$ cat config.mk
export PLATFORM = sky130hd
export DESIGN_NAME = adc_buffer_alert_config_regs
export DESIGN_NICKNAME = d
export VERILOG_FILES = /design/src/design/adc_cfg_pkg.sv /design/src/design/adc_buffer_alert_config_regs.sv /design/src/design/buffer_word_packer.sv /design/src/design/prealert_counter.sv
export SDC_FILE = /design/constraint.sdc
export NUM_CORES = 1
export LEC_CHECK = 0
export BUFFER_PORTS_ARGS = -buffer_cell sky130_fd_sc_hd__buf_4
export CORE_MARGIN = 1
export CORE_UTILIZATION = 52
export DETAILED_ROUTE_END_ITERATION = 10
export HOLD_SLACK_MARGIN = 0.02
export PLACE_DENSITY = 0.76
export SYNTH_ARGS = -nofsm -noshare
export SYNTH_HDL_FRONTEND = slang
export SYNTH_HIERARCHICAL = 1
export SYNTH_SLANG_ARGS = --single-unit
$ cat constraint.sdc
create_clock -name ref_clk -period 2.8 [get_ports ref_clk]
set_clock_uncertainty 0.1 [all_clocks]
set_input_delay 0.84 -clock ref_clk [delete_from_list [all_inputs] [get_ports ref_clk]]
set_output_delay 0.84 -clock ref_clk [all_outputs]
set_load 0.02 [all_outputs]
$ cat src/design/adc_cfg_pkg.sv
// Package for the ADC buffer, alert and comparator configuration registers.
// Assumes an 8-bit register port with one-cycle read latency.
package adc_cfg_pkg;

  localparam int          ADDR_W = 8;
  localparam int          DATA_W = 8;
  localparam int          RESULT_W = 12;
  localparam int          WORD_W = 16;

  // Register offsets.
  localparam logic [7:0]  OFS_WORD_FORMAT    = 8'h28;
  localparam logic [7:0]  OFS_CAPTURE_MODE   = 8'h2C;
  localparam logic [7:0]  OFS_ACC_CONTROL    = 8'h30;
  localparam logic [7:0]  OFS_ALERT_CH_EN    = 8'h34;
  localparam logic [7:0]  OFS_PREALERT_EVENTS_MINUS_ONE = 8'h36;
  localparam logic [7:0]  OFS_WINDOW_CMP_EN  = 8'h37;
  localparam logic [7:0]  OFS_CH0_HTH_LOW    = 8'h38;
  localparam logic [7:0]  OFS_CH0_HTH_HIGH   = 8'h39;
  localparam logic [7:0]  OFS_IRQ_STATUS     = 8'h70;
  localparam logic [7:0]  OFS_IRQ_MASK       = 8'h71;
  localparam logic [7:0]  OFS_BUF_WORD_LOW   = 8'h72;
  localparam logic [7:0]  OFS_BUF_WORD_HIGH  = 8'h73;

  // Writable field masks; zero bits are reserved.
  localparam logic [7:0]  MASK_WORD_FORMAT    = 8'h03;
  localparam logic [7:0]  MASK_CAPTURE_MODE   = 8'h07;
  localparam logic [7:0]  MASK_ACC_CONTROL    = 8'h0F;
  localparam logic [7:0]  MASK_ALERT_CH_EN    = 8'h03;
  localparam logic [7:0]  MASK_PREALERT_EVENTS_MINUS_ONE = 8'hF0;
  localparam logic [7:0]  MASK_WINDOW_CMP_EN  = 8'h01;
  localparam logic [7:0]  MASK_CH0_HTH_LOW    = 8'hFF;
  localparam logic [7:0]  MASK_CH0_HTH_HIGH   = 8'h0F;
  localparam logic [7:0]  MASK_IRQ            = 8'h07;

  // Field positions.
  localparam int          POS_PREALERT = 4;
  localparam int          POS_ALERT_CH1 = 1;
  localparam int          POS_ALERT_CH0 = 0;
  localparam int          POS_WINDOW_ON = 0;
  localparam int          IRQ_WORD_DONE = 0;
  localparam int          IRQ_CH0_HIGH  = 1;
  localparam int          IRQ_PREALERT  = 2;

  // Reset values.
  localparam logic [7:0]  RST_WORD_FORMAT    = 8'h00;
  localparam logic [7:0]  RST_CAPTURE_MODE   = 8'h01;
  localparam logic [7:0]  RST_ACC_CONTROL    = 8'h00;
  localparam logic [7:0]  RST_ALERT_CH_EN    = 8'h00;
  localparam logic [7:0]  RST_PREALERT_EVENTS_MINUS_ONE = 8'h00;
  localparam logic [7:0]  RST_WINDOW_CMP_EN  = 8'h00;
  localparam logic [7:0]  RST_CH0_HTH        = 8'h00;
  localparam logic [7:0]  RST_IRQ            = 8'h00;

  // Word format codes.
  localparam logic [1:0]  FMT_ZERO_A  = 2'h0;
  localparam logic [1:0]  FMT_CHAN_ID = 2'h1;
  localparam logic [1:0]  FMT_ID_VALID = 2'h2;
  localparam logic [1:0]  FMT_ZERO_B  = 2'h3;
  localparam logic [2:0]  CHAN_ID_0   = 3'h0;
  localparam logic [2:0]  CHAN_ID_1   = 3'h1;

  // Accumulator enable codes.
  localparam logic [3:0]  ACC_OFF = 4'h0;
  localparam logic [3:0]  ACC_ON  = 4'hF;

  typedef enum logic [2:0] {
    CAP_STOP_BURST  = 3'b000,
    CAP_START_BURST = 3'b001,
    CAP_PRE_ALERT   = 3'b100,
    CAP_POST_ALERT  = 3'b110
  } capture_mode_t;

endpackage

$ cat src/design/adc_buffer_alert_config_regs.sv
// Buffer, alert and window comparator configuration registers of the ADC.
// Assumes a same-clock register port and conversion results from the core.
module adc_buffer_alert_config_regs
  import adc_cfg_pkg::*;
(
  // Clock and reset
  input  wire logic                ref_clk,
  input  wire logic                rst,
  // Register port
  input  wire logic [ADDR_W-1:0]   reg_addr,
  input  wire logic [DATA_W-1:0]   reg_wdata,
  input  wire logic                reg_write,
  input  wire logic                reg_read,
  output logic      [DATA_W-1:0]   reg_rdata,
  // Conversion input from the core
  input  wire logic                conv_valid,
  input  wire logic [RESULT_W-1:0] conv_result,
  input  wire logic                conv_channel,
  // Configuration outputs
  output logic      [2:0]          capture_mode_select,
  output logic                     capture_running,
  output logic                     accumulator_on,
  output logic                     alert_enable_chan0,
  output logic                     alert_enable_chan1,
  output logic                     window_comparator_on,
  output logic      [RESULT_W-1:0] chan0_high_limit,
  // Buffer word output
  output logic      [WORD_W-1:0]   buffer_word,
  output logic                     buffer_word_valid,
  // Interrupt
  output logic                     irq
);

  typedef struct packed {
    logic [1:0]          word_format;
    logic [2:0]          capture_mode;
    logic [3:0]          accumulator_enable_field;
    logic [1:0]          alert_enable;
    logic [3:0]          prealert_events_minus_one;
    logic                window_on;
    logic [7:0]          chan0_high_limit_low_byte;
    logic [3:0]          chan0_high_limit_high_nibble;
    logic [7:0]          irq_status;
    logic [7:0]          irq_mask;
    logic [DATA_W-1:0]   rdata;
    logic [WORD_W-1:0]   word;
    logic                word_valid;
    logic                running;
    logic                post_armed;
    logic                irq;
    logic                acc_on;
  } state_t;

  state_t             state_reg;
  state_t             state_next;
  logic [WORD_W-1:0]  packed_word;
  logic               ch0_over;
  logic               prealert_hit;
  logic [7:0]         irq_events;

  function automatic logic [7:0] masked(input logic [7:0] value,
                                        input logic [7:0] mask);
    masked = value & mask;
  endfunction

  buffer_word_packer u_packer (
    .format     (state_reg.word_format),
    .result     (conv_result),
    .channel    (conv_channel),
    .data_valid (conv_valid),
    .word       (packed_word)
  );

  // Window check on channel 0 against the high limit.
  always_comb begin
    ch0_over = conv_valid && !conv_channel && state_reg.window_on
      && state_reg.alert_enable[POS_ALERT_CH0]
      && (conv_result > {state_reg.chan0_high_limit_high_nibble,
                         state_reg.chan0_high_limit_low_byte});
  end

  prealert_counter u_prealert (
    .ref_clk          (ref_clk),
    .rst              (rst),
    .enable           (state_reg.capture_mode == CAP_PRE_ALERT),
    .events_minus_one (state_reg.prealert_events_minus_one),
    .event_hit        (ch0_over),
    .event_miss       (conv_valid && !conv_channel && !ch0_over),
    .reached          (prealert_hit)
  );

  always_comb begin
    state_next = state_reg;
    irq_events = 8'h00;
    state_next.word_valid = 1'b0;

    // Capture: bursts run in start mode and pre-alert mode always runs; post-alert runs once armed.
    case (state_reg.capture_mode)
      CAP_STOP_BURST:  state_next.running = 1'b0;
      CAP_START_BURST: state_next.running = 1'b1;
      CAP_PRE_ALERT:   state_next.running = 1'b1;
      CAP_POST_ALERT: begin
        if (ch0_over) begin
          state_next.post_armed = 1'b1;
        end
        state_next.running = state_reg.post_armed;
      end
      default:         state_next.running = 1'b0;
    endcase
    if (conv_valid && state_reg.running) begin
      state_next.word = packed_word;
      state_next.word_valid = 1'b1;
      irq_events[IRQ_WORD_DONE] = 1'b1;
    end
    irq_events[IRQ_CH0_HIGH] = ch0_over;
    irq_events[IRQ_PREALERT] = prealert_hit;

    // Register writes keep only the writable fields.
    if (reg_write) begin
      if (reg_addr == OFS_WORD_FORMAT) begin
        state_next.word_format = reg_wdata[1:0];
      end else if (reg_addr == OFS_CAPTURE_MODE) begin
        state_next.capture_mode = reg_wdata[2:0];
        state_next.post_armed = 1'b0;
      end else if (reg_addr == OFS_ACC_CONTROL) begin
        state_next.accumulator_enable_field = reg_wdata[3:0];
      end else if (reg_addr == OFS_ALERT_CH_EN) begin
        state_next.alert_enable = reg_wdata[1:0];
      end else if (reg_addr == OFS_PREALERT_EVENTS_MINUS_ONE) begin
        state_next.prealert_events_minus_one =
          reg_wdata[POS_PREALERT +: 4];
      end else if (reg_addr == OFS_WINDOW_CMP_EN) begin
        state_next.window_on = reg_wdata[POS_WINDOW_ON];
      end else if (reg_addr == OFS_CH0_HTH_LOW) begin
        state_next.chan0_high_limit_low_byte = reg_wdata;
      end else if (reg_addr == OFS_CH0_HTH_HIGH) begin
        state_next.chan0_high_limit_high_nibble = reg_wdata[3:0];
      end else if (reg_addr == OFS_IRQ_MASK) begin
        state_next.irq_mask = masked(reg_wdata, MASK_IRQ);
      end
    end

    // Decoded here so the enable output comes straight from a flop.
    state_next.acc_on =
      (state_next.accumulator_enable_field == ACC_ON);

    // Sticky status: a new event wins over a write-one clear.
    state_next.irq_status = masked(state_reg.irq_status, MASK_IRQ);
    if (reg_write && reg_addr == OFS_IRQ_STATUS) begin
      state_next.irq_status = state_next.irq_status & ~reg_wdata;
    end
    state_next.irq_status = masked(state_next.irq_status | irq_events,
                                   MASK_IRQ);
    state_next.irq = |(state_next.irq_status & state_next.irq_mask);

    // Reads: reserved bits and unmapped offsets return zero.
    state_next.rdata = 8'h00;
    if (reg_read) begin
      if (reg_addr == OFS_WORD_FORMAT) begin
        state_next.rdata = masked({6'h00, state_reg.word_format},
                                  MASK_WORD_FORMAT);
      end else if (reg_addr == OFS_CAPTURE_MODE) begin
        state_next.rdata = masked({5'h00, state_reg.capture_mode},
                                  MASK_CAPTURE_MODE);
      end else if (reg_addr == OFS_ACC_CONTROL) begin
        state_next.rdata = masked({4'h0, state_reg.accumulator_enable_field},
                                  MASK_ACC_CONTROL);
      end else if (reg_addr == OFS_ALERT_CH_EN) begin
        state_next.rdata = masked({6'h00, state_reg.alert_enable},
                                  MASK_ALERT_CH_EN);
      end else if (reg_addr == OFS_PREALERT_EVENTS_MINUS_ONE) begin
        state_next.rdata = masked({state_reg.prealert_events_minus_one, 4'h0},
                                  MASK_PREALERT_EVENTS_MINUS_ONE);
      end else if (reg_addr == OFS_WINDOW_CMP_EN) begin
        state_next.rdata = masked({7'h00, state_reg.window_on},
                                  MASK_WINDOW_CMP_EN);
      end else if (reg_addr == OFS_CH0_HTH_LOW) begin
        state_next.rdata = masked(state_reg.chan0_high_limit_low_byte,
                                  MASK_CH0_HTH_LOW);
      end else if (reg_addr == OFS_CH0_HTH_HIGH) begin
        state_next.rdata = masked({4'h0,
                                   state_reg.chan0_high_limit_high_nibble},
                                  MASK_CH0_HTH_HIGH);
      end else if (reg_addr == OFS_IRQ_STATUS) begin
        state_next.rdata = state_reg.irq_status;
      end else if (reg_addr == OFS_IRQ_MASK) begin
        state_next.rdata = state_reg.irq_mask;
      end else if (reg_addr == OFS_BUF_WORD_LOW) begin
        state_next.rdata = state_reg.word[7:0];
      end else if (reg_addr == OFS_BUF_WORD_HIGH) begin
        state_next.rdata = state_reg.word[15:8];
      end
    end
  end

  always_ff @(posedge ref_clk or posedge rst) begin
    if (rst) begin
      state_reg <= '0;
      state_reg.word_format <= RST_WORD_FORMAT[1:0];
      state_reg.capture_mode <= RST_CAPTURE_MODE[2:0];
      state_reg.accumulator_enable_field <= RST_ACC_CONTROL[3:0];
      state_reg.alert_enable <= RST_ALERT_CH_EN[1:0];
      state_reg.prealert_events_minus_one <= RST_PREALERT_EVENTS_MINUS_ONE[7:4];
      state_reg.window_on <= RST_WINDOW_CMP_EN[0];
      state_reg.chan0_high_limit_low_byte <= RST_CH0_HTH;
      state_reg.chan0_high_limit_high_nibble <= RST_CH0_HTH[3:0];
      state_reg.irq_status <= RST_IRQ;
      state_reg.irq_mask <= RST_IRQ;
    end else begin
      state_reg <= state_next;
    end
  end

  // Configuration outputs track the register copies directly.
  always_comb begin
    reg_rdata = state_reg.rdata;
    capture_mode_select = state_reg.capture_mode;
    capture_running = state_reg.running;
    // Reserved accumulator codes leave the accumulator off, the safe side.
    accumulator_on = state_reg.acc_on;
    alert_enable_chan0 = state_reg.alert_enable[POS_ALERT_CH0];
    alert_enable_chan1 = state_reg.alert_enable[POS_ALERT_CH1];
    window_comparator_on = state_reg.window_on;
    chan0_high_limit = {state_reg.chan0_high_limit_high_nibble,
                        state_reg.chan0_high_limit_low_byte};
    buffer_word = state_reg.word;
    buffer_word_valid = state_reg.word_valid;
    irq = state_reg.irq;
  end

endmodule // adc_buffer_alert_config_regs

$ cat src/design/buffer_word_packer.sv
// Packs one conversion result into the 16-bit buffer word format.
// Assumes result, channel and valid are steady for the cycle they are used.
module buffer_word_packer
  import adc_cfg_pkg::*;
(
  // Format selection
  input  wire logic [1:0]          format,
  // Conversion data
  input  wire logic [RESULT_W-1:0] result,
  input  wire logic                channel,
  input  wire logic                data_valid,
  // Packed word
  output logic      [WORD_W-1:0]   word
);

  logic [2:0] chan_id;

  always_comb begin
    chan_id = channel ? CHAN_ID_1 : CHAN_ID_0;
    case (format)
      FMT_CHAN_ID:  word = {result, chan_id, 1'b0};
      FMT_ID_VALID: word = {result, chan_id, data_valid};
      default:      word = {result, 4'h0};
    endcase
  end

endmodule // buffer_word_packer

$ cat src/design/prealert_counter.sv
// Counts consecutive alert events before the pre-alert interrupt event fires.
// Assumes events arrive as one-cycle pulses on the same clock.
module prealert_counter
  import adc_cfg_pkg::*;
(
  // Clock and reset
  input  wire logic       ref_clk,
  input  wire logic       rst,
  // Control
  input  wire logic       enable,
  input  wire logic [3:0] events_minus_one,
  input  wire logic       event_hit,
  input  wire logic       event_miss,
  // Result
  output logic            reached
);

  typedef struct packed {
    logic [4:0] count;
    logic       reached;
  } state_t;

  state_t state_reg;
  state_t state_next;
  logic [4:0] target;

  always_comb begin
    state_next = state_reg;
    target = {1'b0, events_minus_one} + 5'h01;
    state_next.reached = 1'b0;
    if (!enable || event_miss) begin
      state_next.count = 5'h00;
    end else if (event_hit) begin
      if (state_reg.count + 5'h01 >= target) begin
        state_next.reached = 1'b1;
        state_next.count = 5'h00;
      end else begin
        state_next.count = state_reg.count + 5'h01;
      end
    end
  end

  always_ff @(posedge ref_clk or posedge rst) begin
    if (rst) begin
      state_reg <= '0;
    end else begin
      state_reg <= state_next;
    end
  end

  assign reached = state_reg.reached;

endmodule // prealert_counter

==> impl_results.md, run 1 <==
* Status: finished clean
* Arrival time at the worst endpoint at 2.73 ns
* Internal power of the cells at 1.813 mW
* Total of fill cells in the finished design at 635
* Number of warnings reported in the yosys synthesis log at 6
* Power after layout at 2.659 mW
* Crit path cell chain: buf_4 > ha_1 > a21oi_1 > o21ai_1 > a2111oi_2 > nor2_1 > nor2_1 > nor2b_1 > and2_2 > a32o_2
* Total I/O pin count at 80
* Number of sinks handled by clock tree synthesis at 69
* Vias at 3032
* Proportion of layout cells with a drive suffix above 1 at 39.64%
* TritonCTS buffer count at 9
* Clock tree from TritonCTS: done
* First-pass GRT wire length at 15710 µm
* EDFF count, synth at 0
* Share of the clock period used by the worst path after layout at 93.08%
* Proportion of power drawn by the clock network at 27.8%
* Placed Instances at 525
* Final Max Slew Viols at 0
* CTS max path bufs at 2
* Post-DR vias/cell at 5.604
* Distinct cell type count of the synthesized netlist at 64
* H-tree depth at 3
* Data required time at the worst endpoint at 2.93 ns
* Placeable Area at 7727 µm²
* Number of antenna violations at the first check in global routing at 0
* Post-synth design cell area at 4153 µm²
* Rows at 32
* Drc violations at 0
* Number of detailed-routing iterations run before antenna repair at 6
* Highest Clock Rate at 383.7 MHz
* Final Hold Viols at 0
* Largest vdd supply drop at 0.3238 mV
* Minimum period implied by the final worst setup slack at 2.606 ns
* Hold buffer count at cts at 0
* Die Footprint at 8348 µm²
* Placer's final routability congestion estimate at 0.9143
* Top flip-flop cell by instance count after synthesis: sky130_fd_sc_hd__dfrtp_1
* Multiplexer area fraction after synthesis at 13.74%
* Worst hold margin at 0.3250 ns
* Worst Setup Path Type: primary input to flip-flop
* Setup repair after global routing missed its margin: false
* Proportion of total power due to net switching at 31.81%
* Logic depth of the worst register-to-register path at 10
* Max stage delay cell, worst path: sky130_fd_sc_hd__a2111oi_2
* Library cell appearing most often on the critical path: sky130_fd_sc_hd__nor2_1
* Compound-cell area share of the yosys netlist at 9.762%
* Main combinational cell family by area after synthesis: simple AND/OR/NAND/NOR gates
* Diodes inserted at 0
* Detail Route Antenna Nets at 0
* Most frequent cell after synthesis: sky130_fd_sc_hd__dfrtp_1
* Total detailed-routing wirelength at 9631 µm
* Crit path launch type: primary input
* Endpoint type of the worst setup path: flip-flop
* Buffering stage count on the worst path with inverters included at 1
* Port Buf Inserts at 79
* DPL Wire Length at 7424 µm
* Post-Syn Area per Cell at 10.65 µm²
* Sequential Power Share at 46.4%
* Combinational cell fraction of total power at 25.7%
* Insertion delay to the later sink of the worst-skew pair at 0.34 ns
* Reported leakage power at 2.338 nW
* Horizontal die dimension at 91.37 µm
* Area grow syn2layout at 14.73%
* Number of synthesized register bits at 69
* Net count, final at 489
* Leading cell types by count after synthesis: 68 x sky130_fd_sc_hd__dfrtp_1, 53 x sky130_fd_sc_hd__buf_4, 36 x sky130_fd_sc_hd__mux2_2
* Worst min path class: primary input to async pin
* Number of standard cells in the layout, taps in and fillers out at 541
* Overall track demand over capacity in global routing at 24.68%
* Net load switching power at 0.8460 mW
* 1st-iter DRT viols at 191
* Final-layout setup total negative slack at 0 ns
* Clock transition time at the flip-flop clock pins of the worst setup and hold paths at 0.07 ns
* Number of global-route vias before repair at 3125
* P per Cell Area at 558.2 nW/µm²
* Xor-xnor portion of the synthesized cell area at 1.055%
* Ranking of synthesized cells by area: sky130_fd_sc_hd__dfrtp_1 41%, sky130_fd_sc_hd__mux2_2 9.8%, sky130_fd_sc_hd__buf_4 9.6%
* Number of cells produced by synthesis at 390
* Cell family with most CP delay: compound AO/OA/AOI/OAI gates
* Sequential fraction of the synthesis area at 41.61%
* Core utilization of the finished layout at 61.66%
* Max incr delay on CP at 0.45 ns
* Number of max-capacitance violations reported at 0
* Wire per inst at 17.80 µm
* Post-synth top area share at 40.98%
* Share of synthesized flip-flops with an asynchronous set or reset at 100.0%
* Share of synthesized cell area in full adder, half adder and majority cells at 6.327%
* Multi-input combinational cell area at 1901 µm²
* Storage element area at 1728 µm²
* Cell chosen for the clock root: sky130_fd_sc_hd__clkbuf_8
* Largest net degree at the start of global routing at 64
* Cell taking the most area after synthesis: sky130_fd_sc_hd__dfrtp_1
* Final setup violating endpoints at 0
* Total number of cells along the worst setup path at 10
* Remaining global-route overflow at 0
* Max reg flops at 17
* Initial Utilization at 53.74%
* Worst-path fanout max at 5
* Die span in y at 91.37 µm
* Post-Synth Simple-Gate Area at 14.34%
-- per-layer routing --
| layer | global-route usage [%] | up-vias | share of wire [%] |
|---|---|---|---|
| met4 | 12.04 | 0 | 2.2 |
| met1 | 30.75 | 1466 | 42 |
| met5 | 0 | - | 0 |
| li1 | - | 1419 | - |
| met3 | 4.355 | 23 | 6.0 |
| met2 | 41.41 | 124 | 49 |
-- final cells by class --
| type | instances | share of cell area [%] |
|---|---|---|
| multi-input combinational | 232 | 39.89 |
| sequential | 69 | 36.27 |
| timing repair buffer | 96 | 15.39 |
| clock buffer | 12 | 3.256 |
| tap | 102 | 2.679 |
| inverter | 26 | 2.048 |
| clock inverter | 4 | 0.4727 |
-- cell usage in the layout (no fill, tap or decap), types with 4 or more instances in the layout --
cell type                  count
sky130_fd_sc_hd__buf_4        95
sky130_fd_sc_hd__dfrtp_1      68
sky130_fd_sc_hd__mux2_2       36
sky130_fd_sc_hd__nand2_1      25
sky130_fd_sc_hd__inv_1        25
sky130_fd_sc_hd__ha_1         21
sky130_fd_sc_hd__o21ai_0      19
sky130_fd_sc_hd__nor2_1       17
sky130_fd_sc_hd__clkbuf_8     11
sky130_fd_sc_hd__nand3_1      10
sky130_fd_sc_hd__nand4_1      10
sky130_fd_sc_hd__a21oi_1       7
sky130_fd_sc_hd__a222oi_1      4
sky130_fd_sc_hd__nand2b_1      4
-- power groups by stage --
| stage | combinational, mW | sequential (mW) | clock, mW |
|---|---|---|---|
| detailed placement | 0.687 | 1.25 | 0 |
| global route | 0.735 | 1.25 | 0.800 |
| global placement | 0.670 | 1.25 | 0 |
| finish | 0.685 | 1.23 | 0.741 |
| CTS | 0.688 | 1.24 | 0.759 |
| floorplan | 0.555 | 1.21 | 0 |
-- worst paths after layout --
| path | startpoint | end | slack (ns) |
|---|---|---|---|
| min in group ref_clk | u_prealert/reached | state_reg[39] | 0.36 |
| max in group asynchronous | rst | capture_mode_select[0] | 1.83 |
| hold reg to reg | u_prealert/reached | state_reg[39] | 0.36 |
| setup / recovery | conv_result[5] | u_prealert/state_reg[3] | 0.19 |
| setup reg to reg | chan0_high_limit[5] | u_prealert/state_reg[3] | 0.33 |
| hold / removal | rst | u_prealert/state_reg[1] | 0.33 |
-- cells by family (layout without fill, tap and decap cells) --
kind of cell / count (synthesis) / in the layout
buf+inv: 90 / 138
mux: 47 / 47
xor+xnor: 5 / 5
compound gates: 57 / 57
simple gates: 100 / 100
flops: 69 / 69
fa+ha+maj: 21 / 21
other cells: 1 / 2
-- metrics by stage --
stage               area, µm²  setup WS, ns
floorplan                4163       0.04565
global placement         4578       -0.1255
detailed placement       4578       -0.1748
CTS                      4756        0.1597
global route             4765       0.01031
finish                   4765        0.1937
-- repair_timing --
action                     4_1_cts  5_1_grt
setup endpoints to repair        0        5
setup buffers                    0        0
resized for setup                0        4
Power figures use the tool's default switching activity.
==> run 2: changes to the inputs <==
- BUFFER_PORTS_ARGS: -buffer_cell sky130_fd_sc_hd__buf_4 -> -buffer_cell sky130_fd_sc_hd__buf_2
==> impl_results.md, run 2 (synthesis results as in run 1) <==
* Largest vdd supply drop at 0.2759 mV
* Proportion of total power due to net switching at 31.63%
* Net load switching power at 0.8378 mW
* Total I/O pin count at 80
* P per Cell Area at 575.4 nW/µm²
* Final Hold Viols at 0
* Detail Route Antenna Nets at 0
* Status: finished clean
* Vias at 3098
* Initial Utilization at 53.74%
* Number of global-route vias before repair at 3155
* Highest Clock Rate at 371.3 MHz
* Die span in y at 91.37 µm
* Wire per inst at 17.47 µm
* Die Footprint at 8348 µm²
* Rows at 32
* 1st-iter DRT viols at 193
* Buffering stage count on the worst path with inverters included at 1
* Cell chosen for the clock root: sky130_fd_sc_hd__clkbuf_8
* Reported leakage power at 2.309 nW
* Endpoint of the most critical register-to-register path: u_prealert/state_reg[5]
* Max stage delay cell, worst path: sky130_fd_sc_hd__or3_1
* Max reg flops at 17
* Max incr delay on CP at 0.39 ns
* Number of standard cells in the layout, taps in and fillers out at 545
* Relative slew slack at 63.50%
* Cts repair resizes at 0
* TritonCTS buffer count at 9
* Setup repair after global routing missed its margin: false
* Minimum period implied by the final worst setup slack at 2.693 ns
* Setup slack of the worst register-to-register path at 0.26 ns
* Arrival time at the worst endpoint at 2.87 ns
* Final setup violating endpoints at 0
* Commonest non-fill, non-tap cells in the layout: 79 x sky130_fd_sc_hd__buf_2, 68 x sky130_fd_sc_hd__dfrtp_1, 36 x sky130_fd_sc_hd__mux2_2
* Crit path launch type: primary input
* Diodes inserted at 0
* Cell family with most CP delay: simple AND/OR/NAND/NOR gates
* Clock tree from TritonCTS: done
* Total detailed-routing wirelength at 9519 µm
* Worst min path class: primary input to async pin
* First-pass GRT wire length at 15730 µm
* Placer's final routability congestion estimate at 0.9259
* Final Max Slew Viols at 0
* Slew of the pin with the lowest slew margin at 0.5468 ns
* Number of antenna violations at the first check in global routing at 0
* Worst-path fanout max at 4
* Port Buf Inserts at 79
* Proportion of power drawn by the clock network at 30.7%
* H-tree depth at 3
* Hold buffer count at cts at 0
* Remaining global-route overflow at 0
* Worst Setup Path Type: primary input to flip-flop
* Final-layout setup total negative slack at 0 ns
* Overall track demand over capacity in global routing at 24.67%
* Crit path cell chain: buf_2 > ha_1 > nand4_1 > nor3_1 > or3_1 > nor2_1 > nor2_1 > nor2b_1 > nor2b_1 > a32o_1
* Combinational cell fraction of total power at 23.1%
* Proportion of layout cells with a drive suffix above 1 at 39.50%
* Area grow syn2layout at 10.85%
* Largest net degree at the start of global routing at 40
* Placeable Area at 7727 µm²
* Number of max-capacitance violations reported at 0
* Pre-CTS WS at -0.2226 ns
* Setup slack of the critical path after layout at 0.1066 ns
* Horizontal die dimension at 91.37 µm
* Number of sinks handled by clock tree synthesis at 69
* Endpoint type of the worst setup path: flip-flop
* Drc violations at 0
* Logic depth of the worst register-to-register path at 10
* Net count, final at 493
* Worst hold margin at 0.3061 ns
* Number of detailed-routing iterations run before antenna repair at 6
* Placed Instances at 529
* DPL Wire Length at 7354 µm
* Post CTS Setup Buffer Count at 0
* Share of the clock period used by the worst path after layout at 96.19%
* Internal power of the cells at 1.811 mW
* Clock transition time at the flip-flop clock pins of the worst setup and hold paths at 0.07 ns
* Post-DR vias/cell at 5.684
* Most common cell after layout, fill and taps aside: sky130_fd_sc_hd__buf_2
* Insertion delay to the later sink of the worst-skew pair at 0.35 ns
* Sequential Power Share at 46.2%
* Beginning of the worst register-to-register path: chan0_high_limit[10]
* Data required time at the worst endpoint at 2.98 ns
* CTS max path bufs at 2
-- run 2: how the worst max path moves through the flow --
stage	from	slack, ns	to	depth (start not counted)
2_1_floorplan	conv_result[3]	0.05	u_prealert/state_reg[3]	9
3_3_place_gp	conv_result[7]	-0.12	u_prealert/state_reg[3]	10
3_5_place_dp	conv_result[10]	-0.22	u_prealert/state_reg[5]	10
4_1_cts	conv_result[10]	0.13	u_prealert/state_reg[5]	10
5_1_grt	conv_result[10]	0.003	u_prealert/state_reg[5]	10
6_report	conv_result[10]	0.11	u_prealert/state_reg[5]	10
-- run 2: power groups by stage --
stage	Clock, mW	Combinational, mW	Sequential [mW]
3_5_place_dp	0	0.616	1.24
4_1_cts	0.815	0.617	1.22
3_3_place_gp	0	0.601	1.24
6_report	0.813	0.612	1.22
5_1_grt	0.861	0.660	1.24
2_1_floorplan	0	0.555	1.21
-- run 2: worst reg2reg max path, delay by kind of cell, from the launching register on --
kind | cells | cell delay [ns]
adder cells (fa/ha/maj) | 1 | 0.33
flip-flops | 1 | 0.38
AND/OR/NAND/NOR | 7 | 1.40
AO/OA/AOI/OAI | 1 | 0.19
buffers and inverters | 1 | 0.09
-- run 2: layout make-up --
class,count,area [µm²]
clock inverters,4,47.55
well taps,102,127.6
inverters,26,97.59
repair buffers,100,565.5
flip-flops and latches,69,1728
multi-input cells,232,1892
clock buffers,12,145.1
fillers,663,3124
-- run 2: stage by stage --
step / utilization [%] / instance area [µm²] / total power [mW]
3_5_place_dp: 57.08 / 4410 / 1.859
4_1_cts: 59.57 / 4603 / 2.657
6_report: 59.57 / 4603 / 2.649
5_1_grt: 59.57 / 4603 / 2.762
3_3_place_gp: 57.08 / 4410 / 1.840
2_1_floorplan: - / 4163 / 1.760
-- run 2: metal layers --
layer / vias up / wire (µm) / part of all wire [%] / track usage (%)
li1: 1428 / - / - / -
met1: 1525 / 4016 / 42 / 31.41
met2: 126 / 4699 / 49 / 41.98
met3: 19 / 614 / 6.5 / 4.774
met4: 0 / 189 / 2.0 / 8.466
met5: - / 0 / 0 / 0
==> run 3: changes to the inputs <==
- CORE_UTILIZATION: 52 -> 50
- PLACE_DENSITY: 0.76 -> 0.77
- SYNTH_HIERARCHICAL: 1 -> not set
- clock period: 2.8 -> 2.4 ns (I/O delays scaled with it)
==> impl_results.md, run 3 <==
* Status: complete, but fails checks
* Failing checks: setup timing
* Clock transition time at the flip-flop clock pins of the worst setup and hold paths at 0.07 ns
* TritonCTS buffer count at 9
* Share of synthesized cell area in full adder, half adder and majority cells at 6.671%
* Worst-path fanout max at 4
* Placer's final routability congestion estimate at 0.9420
* Initial Utilization at 52.89%
* Area grow syn2layout at 23.13%
* Placeable Area at 7447 µm²
* Worst Setup Path Type: primary input to flip-flop
* Number of sinks handled by clock tree synthesis at 67
* Clock tree from TritonCTS: done
* Most frequent cell after synthesis: sky130_fd_sc_hd__dfrtp_1
* 1st-iter DRT viols at 327
* Share of synthesized flip-flops with an asynchronous set or reset at 100.0%
* Setup repair after global routing missed its margin: true
* Largest net degree at the start of global routing at 45
* Diodes inserted at 0
* Slew of the pin with the lowest slew margin at 0.6345 ns
* Share of the clock period used by the worst path after layout at 103.7%
* CTS max path bufs at 2
* Sequential fraction of the synthesis area at 42.60%
* Number of max-capacitance violations reported at 0
* P per Cell Area at 609.4 nW/µm²
* Number of detailed-routing iterations run before antenna repair at 5
* Remaining global-route overflow at 0
* Port Buf Inserts at 77
* Crit path launch type: primary input
* Data required time at the worst endpoint at 2.52 ns
* Power after layout at 2.956 mW
* Number of antenna violations at the first check in global routing at 0
* Drc violations at 0
* Final Hold Viols at 0
* Multiplexer area fraction after synthesis at 12.36%
* Setup slack of the critical path after layout at -0.08869 ns
* Insertion delay to the later sink of the worst-skew pair at 0.33 ns
* Number of synthesized register bits at 67
* H-tree depth at 3
* DPL Wire Length at 7839 µm
* Logic depth of the worst register-to-register path at 12
* Post-DR vias/cell at 5.786
* Post-synth design cell area at 3939 µm²
* Minimum period implied by the final worst setup slack at 2.489 ns
* Post-Syn Area per Cell at 10.07 µm²
* EDFF count, synth at 0
* Beginning of the worst register-to-register path: u_prealert.state_reg[2]
* Number of global-route vias before repair at 3311
* Total of fill cells in the finished design at 620
* Proportion of layout cells with a drive suffix above 1 at 42.77%
* Total detailed-routing wirelength at 10740 µm
* Hold buffer count at cts at 0
* Storage element area at 1678 µm²
* Largest vdd supply drop at 0.5575 mV
* Die Footprint at 8236 µm²
* Compound-cell area share of the yosys netlist at 11.25%
* Post-Synth Simple-Gate Area at 15.63%
* Top flip-flop cell by instance count after synthesis: sky130_fd_sc_hd__dfrtp_1
* Ranking of synthesized cells by area: sky130_fd_sc_hd__dfrtp_1 42%, sky130_fd_sc_hd__mux2_2 9.4%, sky130_fd_sc_hd__buf_4 7.4%
* Distinct cell type count of the synthesized netlist at 54
* Relative slew slack at 57.65%
* Cell taking the most area after synthesis: sky130_fd_sc_hd__dfrtp_1
* Commonest non-fill, non-tap cells in the layout: 76 x sky130_fd_sc_hd__buf_2, 66 x sky130_fd_sc_hd__dfrtp_1, 55 x sky130_fd_sc_hd__buf_4
* Die span in y at 90.76 µm
* Endpoint of the most critical register-to-register path: u_prealert.state_reg[2]
* Xor-xnor portion of the synthesized cell area at 0.8895%
* Main combinational cell family by area after synthesis: simple AND/OR/NAND/NOR gates
* Worst min path class: primary input to async pin
* Cell chosen for the clock root: sky130_fd_sc_hd__clkbuf_8
* Multi-input combinational cell area at 1969 µm²
* Vias at 3414
* Final-layout setup total negative slack at -0.2077 ns
* Post-synth top area share at 41.93%
* Arrival time at the worst endpoint at 2.61 ns
* Most common cell after layout, fill and taps aside: sky130_fd_sc_hd__buf_2
* Endpoint type of the worst setup path: flip-flop
* First-pass GRT wire length at 16840 µm
* Final Max Slew Viols at 0
* Final setup violating endpoints at 3
* Rows at 31
* Total I/O pin count at 80
* Wire per inst at 18.20 µm
* Reported leakage power at 2.409 nW
* Pre-CTS WS at -0.2787 ns
* Horizontal die dimension at 90.76 µm
* Net count, final at 541
* Max reg flops at 17
* Number of warnings reported in the yosys synthesis log at 0
* Leading cell types by count after synthesis: 66 x sky130_fd_sc_hd__dfrtp_1, 39 x sky130_fd_sc_hd__buf_4, 33 x sky130_fd_sc_hd__mux2_2
* Setup slack of the worst register-to-register path at -0.08 ns
* Overall track demand over capacity in global routing at 26.49%
* Detail Route Antenna Nets at 0
* Number of cells produced by synthesis at 391
* Highest Clock Rate at 401.8 MHz
## run 3: cell count changes after synthesis, moves of 4 or more
cell | before | now
sky130_fd_sc_hd__nand2b_1 | 4 | 8
sky130_fd_sc_hd__a222oi_1 | 4 | 0
sky130_fd_sc_hd__nor2_1 | 17 | 25
sky130_fd_sc_hd__o21ai_0 | 20 | 25
sky130_fd_sc_hd__a221oi_1 | 0 | 6
sky130_fd_sc_hd__a22oi_1 | 0 | 5
sky130_fd_sc_hd__mux2i_1 | 3 | 7
sky130_fd_sc_hd__inv_1 | 26 | 21
sky130_fd_sc_hd__buf_4 | 53 | 39
sky130_fd_sc_hd__nand2_1 | 25 | 32
sky130_fd_sc_hd__nand4_1 | 10 | 5
sky130_fd_sc_hd__nor2b_1 | 4 | 12
## run 3: cell type report
cell class / instances / share of cell area [%]
Timing Repair Buffer: 132 / 16.59
Inverter: 21 / 1.703
Clock inverter: 1 / 0.1032
Multi-Input combinational cell: 255 / 40.61
Tap cell: 99 / 2.554
Sequential cell: 67 / 34.60
Clock buffer: 15 / 3.844
## run 3: worst max-delay path by stage
stage	start	cells after the start	to	slack, ns
after floorplan	reg_addr[1]	7	irq	-0.03
after global placement	u_prealert.state_reg[1]	10	u_prealert.state_reg[3]	-0.22
after detailed placement	conv_result[5]	9	u_prealert.state_reg[2]	-0.28
after CTS	u_prealert.state_reg[2]	11	u_prealert.state_reg[3]	-0.006
after global routing	u_prealert.state_reg[2]	12	u_prealert.state_reg[2]	-0.14
final	conv_result[5]	11	u_prealert.state_reg[2]	-0.09
## run 3: cells by family after synthesis
logic type / after synthesis
AND/OR/NAND/NOR: 118
buffers and inverters: 70
AO/OA/AOI/OAI: 68
flip-flops: 67
multiplexers: 42
adder cells (fa/ha/maj): 21
XOR/XNOR: 4
other: 1
## run 3: critical path: stages
cell                       delay (ns)
sky130_fd_sc_hd__buf_6           0.10
sky130_fd_sc_hd__ha_4            0.23
sky130_fd_sc_hd__a21o_1          0.16
sky130_fd_sc_hd__a221o_1         0.35
sky130_fd_sc_hd__a221oi_2        0.30
sky130_fd_sc_hd__buf_4           0.16
sky130_fd_sc_hd__a211oi_2        0.06
sky130_fd_sc_hd__buf_4           0.17
sky130_fd_sc_hd__buf_4           0.14
sky130_fd_sc_hd__a22oi_2         0.13
sky130_fd_sc_hd__nor2_1          0.08
## run 3: metal layers
metal,routed length [µm],vias up,share of wire (%),track usage [%]
met5,0,-,0,0
met4,189,0,1.8,9.946
met3,844,21,7.9,4.209
li1,-,1536,-,-
met2,5239,159,49,42.05
met1,4464,1698,42,36.41
## run 3: where the power goes
| group | leakage, nW | internal [mW] | total [mW] | switching [mW] |
|---|---|---|---|---|
| Combinational | 1.42 | 0.299 | 0.687 | 0.388 |
| Sequential | 0.886 | 1.25 | 1.36 | 0.115 |
| Clock | 0.0997 | 0.488 | 0.907 | 0.418 |
## run 3: metrics by stage
step                hold slack [ns]  area, µm²  util [%]  std cells
finish                       0.3487       4850     65.12        590
global route                 0.3868       4850     65.12        590
CTS                          0.3586       4747     63.74        584
detailed placement           0.3902       4511     60.57        565
global placement             0.3974       4511     60.57        565
floorplan                    0.3481       3998         -        392
## run 3: timing repair
action,4_1_cts,5_1_grt
setup endpoints to repair,5,7
setup buffers,3,6
gates resized for setup,5,14
gates cloned,0,0
pin swaps,3,11
